<file path="config.mk">
export PLATFORM = sky130hd
export DESIGN_NAME = cache_decode_ctrl
export DESIGN_NICKNAME = d
export VERILOG_FILES = /design/src/shared/chipset_cfg_pkg.sv /design/src/shared/decode_cfg_if.sv /design/src/core/cache_decode_ctrl.sv /design/src/core/cycle_decoder.sv
export SDC_FILE = /design/constraint.sdc
export NUM_CORES = 1
export LEC_CHECK = 0
export ABC_CLOCK_PERIOD_IN_PS = 4500
export BUFFER_PORTS_ARGS = -buffer_cell sky130_fd_sc_hd__clkbuf_2
export CAP_MARGIN = 10
export CORE_MARGIN = 10
export CORE_UTILIZATION = 46
export CTS_BUF_LIST = sky130_fd_sc_hd__clkbuf_4
export CTS_CLUSTER_DIAMETER = 80
export DETAILED_ROUTE_END_ITERATION = 6
export GPL_TIMING_DRIVEN = 0
export PLACE_DENSITY_LB_ADDON = 0.2
export SETUP_SLACK_MARGIN = 0.02
export SYNTH_ARGS = -nofsm -noshare
export SYNTH_HDL_FRONTEND = slang
export SYNTH_SLANG_ARGS = --single-unit
</file>
<file path="constraint.sdc">
create_clock -name clk_sys -period 4.5 [get_ports clk_sys]
set_clock_uncertainty 0.05 [all_clocks]
set_input_delay 0.675 -clock clk_sys [delete_from_list [all_inputs] [get_ports clk_sys]]
set_output_delay 0.675 -clock clk_sys [all_outputs]
set_load 0.005 [all_outputs]
</file>
<file path="src/shared/chipset_cfg_pkg.sv">
/*
  Constants for the cache and decode control register bank: register
  indices, field positions, reset values and the fixed decode addresses.
  Assumes nothing beyond a SystemVerilog compiler; it holds no logic.
*/
package chipset_cfg_pkg;

  // ==========================================================
  // Register indices on the configuration port
  // ==========================================================
  localparam logic [7:0] CACHE_EN_IDX = 8'h39;
  localparam logic [7:0] DECODE_CTL_IDX = 8'h3A;
  localparam logic [7:0] CFG_LOCK_IDX = 8'h3B;
  localparam logic [7:0] PROTECT_LO_IDX = 8'h20;
  localparam logic [7:0] PROTECT_HI_IDX = 8'h3F;

  // ==========================================================
  // Reset values
  // ==========================================================
  localparam logic [7:0] CACHE_EN_RST = 8'h00;
  localparam logic [7:0] DECODE_CTL_RST = 8'h00;
  localparam logic CFG_LOCK_RST = 1'b0;
  localparam logic [7:0] RDATA_RST = 8'h00;

  // ==========================================================
  // Field positions
  // ==========================================================
  localparam int KBD_SEL_OFF_BIT = 7;
  localparam int KBD_RST_OFF_BIT = 6;
  localparam int MEM16_EN_BIT = 5;
  localparam int SPARE_BIT = 4;
  localparam int ROM_EXT_EN_BIT = 3;
  localparam int IO16_DECODE_BIT = 2;
  localparam int CACHE_MOD_EN_BIT = 1;
  localparam int CFG_LOCK_BIT = 7;

  // ==========================================================
  // Decode addresses and values
  // ==========================================================
  localparam logic [15:0] KBD_DATA_PORT = 16'h0060;
  localparam logic [15:0] KBD_CMD_PORT = 16'h0064;
  localparam logic [15:0] IO10_MASK = 16'h03FF;
  localparam logic [15:0] IO16_MASK = 16'hFFFF;
  localparam logic [7:0] KBD_RESET_CMD = 8'hFE;
  // Address bits 26:16 of the always-mapped 64KB ROM windows.
  localparam logic [10:0] ROM_TOP_TAG = 11'h7FF;
  // Address bits 26:19 of the optional 512KB ROM windows.
  localparam logic [7:0] ROM_EXT_TAG = 8'hFF;
  // Address bits 31:17 of the C and D adapter segments.
  localparam logic [14:0] L1_SEG_TAG = 15'h0006;

endpackage

</file>
<file path="src/shared/decode_cfg_if.sv">
/*
  Carrier between the register bank and its cycle decoder: configuration
  going in and decode hits coming back.
  Assumes both ends run on the same clock.
*/
`timescale 1ns/1ps
interface decode_cfg_if;
  logic [7:0] cache_en;
  logic [7:0] decode_ctl;
  logic kbd_hit;
  logic kbd_reset_hit;
  logic rom_hit;
  logic cacheable;

  modport bank (
    output cache_en,
    output decode_ctl,
    input kbd_hit,
    input kbd_reset_hit,
    input rom_hit,
    input cacheable
  );

  modport decoder (
    input cache_en,
    input decode_ctl,
    output kbd_hit,
    output kbd_reset_hit,
    output rom_hit,
    output cacheable
  );
endinterface

</file>
<file path="src/core/cache_decode_ctrl.sv">
/*
  Cache and decode control register bank with its registered decode
  outputs: keyboard controller select, emulated keyboard reset, 16-bit memory cycle
  indication, ROM select, cache module select and L1 cacheability.
  Assumes a plain synchronous register port (read data one cycle after
  the read strobe) and cycle inputs synchronous to clk_sys.
*/
`timescale 1ns/1ps
module cache_decode_ctrl (
  input wire logic clk_sys,
  input wire logic rst,
  input wire logic [7:0] reg_addr,
  input wire logic [7:0] reg_wdata,
  input wire logic reg_wr,
  input wire logic reg_rd,
  output logic [7:0] reg_rdata,
  input wire logic [31:0] mem_addr,
  input wire logic mem_cycle,
  input wire logic dram_select_n,
  input wire logic dma_master_cycle,
  input wire logic [15:0] io_addr,
  input wire logic [7:0] io_wdata,
  input wire logic io_cycle,
  input wire logic io_write,
  output logic keyboard_ctrl_select_n,
  output logic memory_16bit_cycle_n,
  output logic rom_chip_select_n,
  output logic cache_module_select_n,
  output logic emulated_reset,
  output logic l1_cacheable
);

  // ==========================================================
  // Register bank
  // ==========================================================
  logic [7:0] cache_en_reg;
  logic [7:0] cache_en_next;
  logic [7:0] decode_ctl_reg;
  logic [7:0] decode_ctl_next;
  logic cfg_lock_reg;
  logic cfg_lock_next;
  logic [7:0] rdata_reg;
  logic [7:0] rdata_next;
  logic in_protect;

  always_comb begin
    cache_en_next = cache_en_reg;
    decode_ctl_next = decode_ctl_reg;
    cfg_lock_next = cfg_lock_reg;
    rdata_next = chipset_cfg_pkg::RDATA_RST;
    in_protect = reg_addr >= chipset_cfg_pkg::PROTECT_LO_IDX &&
                 reg_addr <= chipset_cfg_pkg::PROTECT_HI_IDX;
    if (reg_wr && !(cfg_lock_reg && in_protect)) begin
      case (reg_addr)
        chipset_cfg_pkg::CACHE_EN_IDX: begin
          cache_en_next = reg_wdata;
        end
        chipset_cfg_pkg::DECODE_CTL_IDX: begin
          decode_ctl_next = reg_wdata;
        end
        chipset_cfg_pkg::CFG_LOCK_IDX: begin
          cfg_lock_next = reg_wdata[chipset_cfg_pkg::CFG_LOCK_BIT];
        end
        default: begin
          cache_en_next = cache_en_reg;
        end
      endcase
    end
    // Unmapped indices read as zero so software can probe safely.
    if (reg_rd) begin
      case (reg_addr)
        chipset_cfg_pkg::CACHE_EN_IDX: begin
          rdata_next = cache_en_reg;
        end
        chipset_cfg_pkg::DECODE_CTL_IDX: begin
          rdata_next = decode_ctl_reg;
        end
        chipset_cfg_pkg::CFG_LOCK_IDX: begin
          rdata_next[chipset_cfg_pkg::CFG_LOCK_BIT] = cfg_lock_reg;
        end
        default: begin
          rdata_next = chipset_cfg_pkg::RDATA_RST;
        end
      endcase
    end
  end

  always_ff @(posedge clk_sys or posedge rst) begin
    if (rst) begin
      cache_en_reg <= chipset_cfg_pkg::CACHE_EN_RST;
      decode_ctl_reg <= chipset_cfg_pkg::DECODE_CTL_RST;
      cfg_lock_reg <= chipset_cfg_pkg::CFG_LOCK_RST;
      rdata_reg <= chipset_cfg_pkg::RDATA_RST;
    end else begin
      cache_en_reg <= cache_en_next;
      decode_ctl_reg <= decode_ctl_next;
      cfg_lock_reg <= cfg_lock_next;
      rdata_reg <= rdata_next;
    end
  end

  assign reg_rdata = rdata_reg;

  // ==========================================================
  // Cycle decode
  // ==========================================================
  decode_cfg_if cfg_bus ();

  assign cfg_bus.cache_en = cache_en_reg;
  assign cfg_bus.decode_ctl = decode_ctl_reg;

  cycle_decoder u_decoder (
    .cfg(cfg_bus.decoder),
    .mem_addr(mem_addr),
    .mem_cycle(mem_cycle),
    .dram_select_n(dram_select_n),
    .io_addr(io_addr),
    .io_wdata(io_wdata),
    .io_cycle(io_cycle),
    .io_write(io_write)
  );

  // ==========================================================
  // Registered outputs
  // ==========================================================
  logic kbd_sel_n_next;
  logic mem16_n_next;
  logic rom_n_next;
  logic cmod_n_next;
  logic emu_rst_next;
  logic cacheable_next;

  always_comb begin
    kbd_sel_n_next = !(cfg_bus.kbd_hit &&
      !decode_ctl_reg[chipset_cfg_pkg::KBD_SEL_OFF_BIT]);
    mem16_n_next = !(dma_master_cycle &&
      decode_ctl_reg[chipset_cfg_pkg::MEM16_EN_BIT]);
    rom_n_next = !cfg_bus.rom_hit;
    cmod_n_next = !decode_ctl_reg[chipset_cfg_pkg::CACHE_MOD_EN_BIT];
    emu_rst_next = cfg_bus.kbd_reset_hit;
    cacheable_next = cfg_bus.cacheable;
  end

  // Outputs come from flops so the board sees glitch-free selects, at
  // the cost of one cycle of decode latency.
  always_ff @(posedge clk_sys or posedge rst) begin
    if (rst) begin
      keyboard_ctrl_select_n <= 1'b1;
      memory_16bit_cycle_n <= 1'b1;
      rom_chip_select_n <= 1'b1;
      cache_module_select_n <= 1'b1;
      emulated_reset <= 1'b0;
      l1_cacheable <= 1'b0;
    end else begin
      keyboard_ctrl_select_n <= kbd_sel_n_next;
      memory_16bit_cycle_n <= mem16_n_next;
      rom_chip_select_n <= rom_n_next;
      cache_module_select_n <= cmod_n_next;
      emulated_reset <= emu_rst_next;
      l1_cacheable <= cacheable_next;
    end
  end
endmodule

</file>
<file path="src/core/cycle_decoder.sv">
/*
  Combinational decoder for I/O and memory cycles, steered by the
  configuration carried in the interface.
  Assumes cycle inputs are synchronous and that the caller registers
  the results.
*/
`timescale 1ns/1ps
module cycle_decoder (
  decode_cfg_if.decoder cfg,
  input wire logic [31:0] mem_addr,
  input wire logic mem_cycle,
  input wire logic dram_select_n,
  input wire logic [15:0] io_addr,
  input wire logic [7:0] io_wdata,
  input wire logic io_cycle,
  input wire logic io_write
);
  logic [15:0] io_mask;
  logic data_port;
  logic cmd_port;
  logic top_win;
  logic ext_win;
  logic [2:0] blk;

  always_comb begin
    io_mask = cfg.decode_ctl[chipset_cfg_pkg::IO16_DECODE_BIT] ?
              chipset_cfg_pkg::IO16_MASK : chipset_cfg_pkg::IO10_MASK;
    data_port = (io_addr & io_mask) ==
                (chipset_cfg_pkg::KBD_DATA_PORT & io_mask);
    cmd_port = (io_addr & io_mask) ==
               (chipset_cfg_pkg::KBD_CMD_PORT & io_mask);
    cfg.kbd_hit = io_cycle && (data_port || cmd_port);
    cfg.kbd_reset_hit = io_cycle && io_write && cmd_port &&
                        io_wdata == chipset_cfg_pkg::KBD_RESET_CMD &&
                        !cfg.decode_ctl[chipset_cfg_pkg::KBD_RST_OFF_BIT];
    top_win = mem_addr[26:16] == chipset_cfg_pkg::ROM_TOP_TAG;
    ext_win = mem_addr[26:19] == chipset_cfg_pkg::ROM_EXT_TAG &&
              cfg.decode_ctl[chipset_cfg_pkg::ROM_EXT_EN_BIT];
    cfg.rom_hit = mem_cycle && dram_select_n && (top_win || ext_win);
    blk = {mem_addr[16], mem_addr[15:14]};
    cfg.cacheable = mem_cycle &&
                    mem_addr[31:17] == chipset_cfg_pkg::L1_SEG_TAG &&
                    cfg.cache_en[blk];
  end
endmodule

</file>
==> results.sh <==
export IMPL_clk_latency_ns=0.32
export IMPL_grt_max_degree=32
export IMPL_antenna_cells=0
export IMPL_hold_viol_final=0
export IMPL_peakVddDrop_uv=185.6
export IMPL_fin_crit_sh_pct=37.25
export IMPL_antenna_found_initial=0
export IMPL_cts_tree="built"
export IMPL_synth_edf_count=0
export IMPL_hold_class="in -> async"
export IMPL_slowest_delay_ns=0.53
export IMPL_setup_violations=0
export IMPL_cts_hold_buf=0
export IMPL_dp_hpwl_um=3242
export IMPL_row_count=19
export IMPL_whs_ns=0.2590
export IMPL_syn_nets=187
export IMPL_critPathMaxFanout=1
export IMPL_rsz0062_at_grt="no"
export IMPL_synthSimpleGateAreaFrac_pct=16.80
export IMPL_p_per_area_nw_per_um2=267.8
export IMPL_clkTransAtPathRegs_ns=0.09
export IMPL_dr_pass1_iters=4
export IMPL_endpoint_kind="primary output"
export IMPL_cts_max_path_buffers=2
export IMPL_dieArea_sq_um=5606
export IMPL_drc=0
export IMPL_drive_above_1_share_pct=59.49
export IMPL_cts_resized=0
export IMPL_cpLargestDelayFamily="flip-flops"
export IMPL_power_leakage_nw=0.9970
export IMPL_synth_cells=106
export IMPL_timing_rr_end="cfg_bus.decode_ctl[7]$_DFFE_PP0P_"
export IMPL_synth_async_reset_ratio_pct=100.0
export IMPL_grt_pass1_wl_um=6106
export IMPL_dpl_worst_slack_ns=2.495
export IMPL_grt_use_total_pct=14.23
export IMPL_critPathLaunchType="flop"
export IMPL_seq_area_frac_synth_pct=56.37
export IMPL_fmax_mhz=596.6
export IMPL_synth_compound_area_share_pct=7.227
export IMPL_drt_first_iter_violations=92
export IMPL_critPathRequiredTime_ns=3.77
export IMPL_die_w_um=74.87
export IMPL_core_area_sq_um=2829
export IMPL_clockRootBuffer="clkbuf_4"
export IMPL_synth_xor_area_share_pct=0
export IMPL_cts_made_buffers=5
export IMPL_avgSynthCellArea_sq_um=13.07
export IMPL_vias=1253
export IMPL_grt_ovfl_total=0
export IMPL_nets=275
export IMPL_post_cts_buffers=0
export IMPL_place_gp_congestion=0.7976
export IMPL_status="finished clean"
export IMPL_yosysMostFrequentCell="dfrtp_1"
export IMPL_r2r_start="cfg_lock_reg$_DFFE_PP0P_"
export IMPL_die_y_um=74.87
export IMPL_yosys_top_cells_count="27 x dfrtp_1, 17 x mux2_2, 11 x nor2_1, 8 x a22oi_1"
export IMPL_cp_data_arrival_time_ns=0.95
export IMPL_synth_mux_area_share_pct=17.80
export IMPL_slew_headroom_pct=72.87
export IMPL_synth_area_leaders="dfrtp_1 49%, mux2_2 14%, dfstp_2 7.6%, a22oi_1 4.3%, mux4_2 3.3%"
export IMPL_synth_top_area_cell="dfrtp_1"
export IMPL_ys_seq_elements=31
export IMPL_ys_warnings_count=0
export IMPL_finalCriticalPeriod_ns=1.676
export IMPL_synth_top_family_by_area="multiplexers"
export IMPL_initial_core_util_pct=48.96
export IMPL_routedWlPerCell_um=17.45
export IMPL_worst_pin_slew_ns=0.4065
export IMPL_ant_nets=0
export IMPL_ys_types=28
export IMPL_total_power_mw=0.5099
export IMPL_synthAdderAreaFrac_pct=0
export IMPL_setup_tns_ns=0
export IMPL_syn2layout_area_growth_pct=37.49
export IMPL_r2r_setup_slack_ns=2.88
export IMPL_drv_cap=0
export IMPL_crit_buf_inv=1
export IMPL_path_cells="clkbuf_2"
export IMPL_reg2regPathDepth=4
export IMPL_htree_levels=2
export IMPL_grt_pass1_vias=1399
export IMPL_num_io_pins=95
export IMPL_slowest_stage="dfstp_2"
export IMPL_io_buffers=80
export IMPL_routed_via_density=5.544
export IMPL_drv_slew=0
export IMPL_setup_ws_ns=2.824
export IMPL_synthDominantCellAreaShare_pct=48.78
export IMPL_clock_sinks=31
export IMPL_path_class="reg -> out"
export IMPL_ys_flop_type="dfrtp_1"
export IMPL_synth_cell_area_sq_um=1385
export IMPL_wirelength_um=3943
## layout make-up
cell class              count  area (sq um)
plain buffers               3         17.52
clock buffers               6         45.04
clock inverters             2         7.507
fillers                   231         924.6
inverters                   2         7.507
multi-input cells          70         579.3
flip-flops and latches     31         780.7
well taps                  31         38.79
repair buffers             81         427.9
## cells by family (layout without fill, tap and decap cells)
kind of cell    count (synthesis)  in the layout
buf+inv                         5             94
mux                            20             20
simple gates                   38             38
flops                          31             31
compound gates                 12             12
## worst max path at each step
stage / slack (ns) / endpoint / depth (start not counted) / from
after CTS: 2.81 / keyboard_ctrl_select_n / 1 / keyboard_ctrl_select_n$_DFF_PP1_
final: 2.82 / keyboard_ctrl_select_n / 1 / keyboard_ctrl_select_n$_DFF_PP1_
after detailed placement: 2.50 / cfg_bus.decode_ctl[3]$_DFFE_PP0P_ / 6 / reg_addr[1]
after global placement: 2.52 / cfg_bus.decode_ctl[5]$_DFFE_PP0P_ / 6 / reg_addr[1]
after global routing: 2.77 / keyboard_ctrl_select_n / 1 / keyboard_ctrl_select_n$_DFF_PP1_
after floorplan: 2.71 / cfg_bus.decode_ctl[0]$_DFFE_PP0P_ / 4 / reg_addr[7]
## per-layer routing
metal,GRT usage (%),vias to the layer above,share of wire (%)
li1,-,583,-
met1,14.45,588,36
met2,23.71,67,50
met3,7.227,15,11
met4,7.143,0,3.7
met5,0,-,0
## per-stage QoR
step	utilization [%]	cells	cell area (sq um)
after floorplan	-	106	1385
after global placement	64.48	217	1824
after detailed placement	64.48	217	1824
after CTS	66.34	225	1877
after global routing	67.32	226	1904
final	67.32	226	1904
## power by group
group	switching, mW	total, mW	leakage [nW]	internal, mW
Clock	0.0898	0.154	0.0307	0.0638
Sequential	0.00568	0.293	0.416	0.287
Combinational	0.0267	0.0637	0.550	0.0370
## worst reg2reg max path: stages, from the launching register on
cell and delay [ns]:
dfrtp_1 0.40, nor4b_2 0.34, and3_1 0.20, buf_4 0.17, mux2_2 0.34
## placed cells by master, fill, tap and decap left out, drive strengths merged, types with 3 or more instances in the layout
master  netlist  final
buf           2      3
nor2         11     11
nor4b         3      3
nand4         3      3
mux2         17     17
clkbuf        1     87
nand2         4      4
a22oi         8      8
dfstp         4      4
nand3         3      3
dfrtp        27     27
nor4          4      4
(Power assumes the default switching activity.)
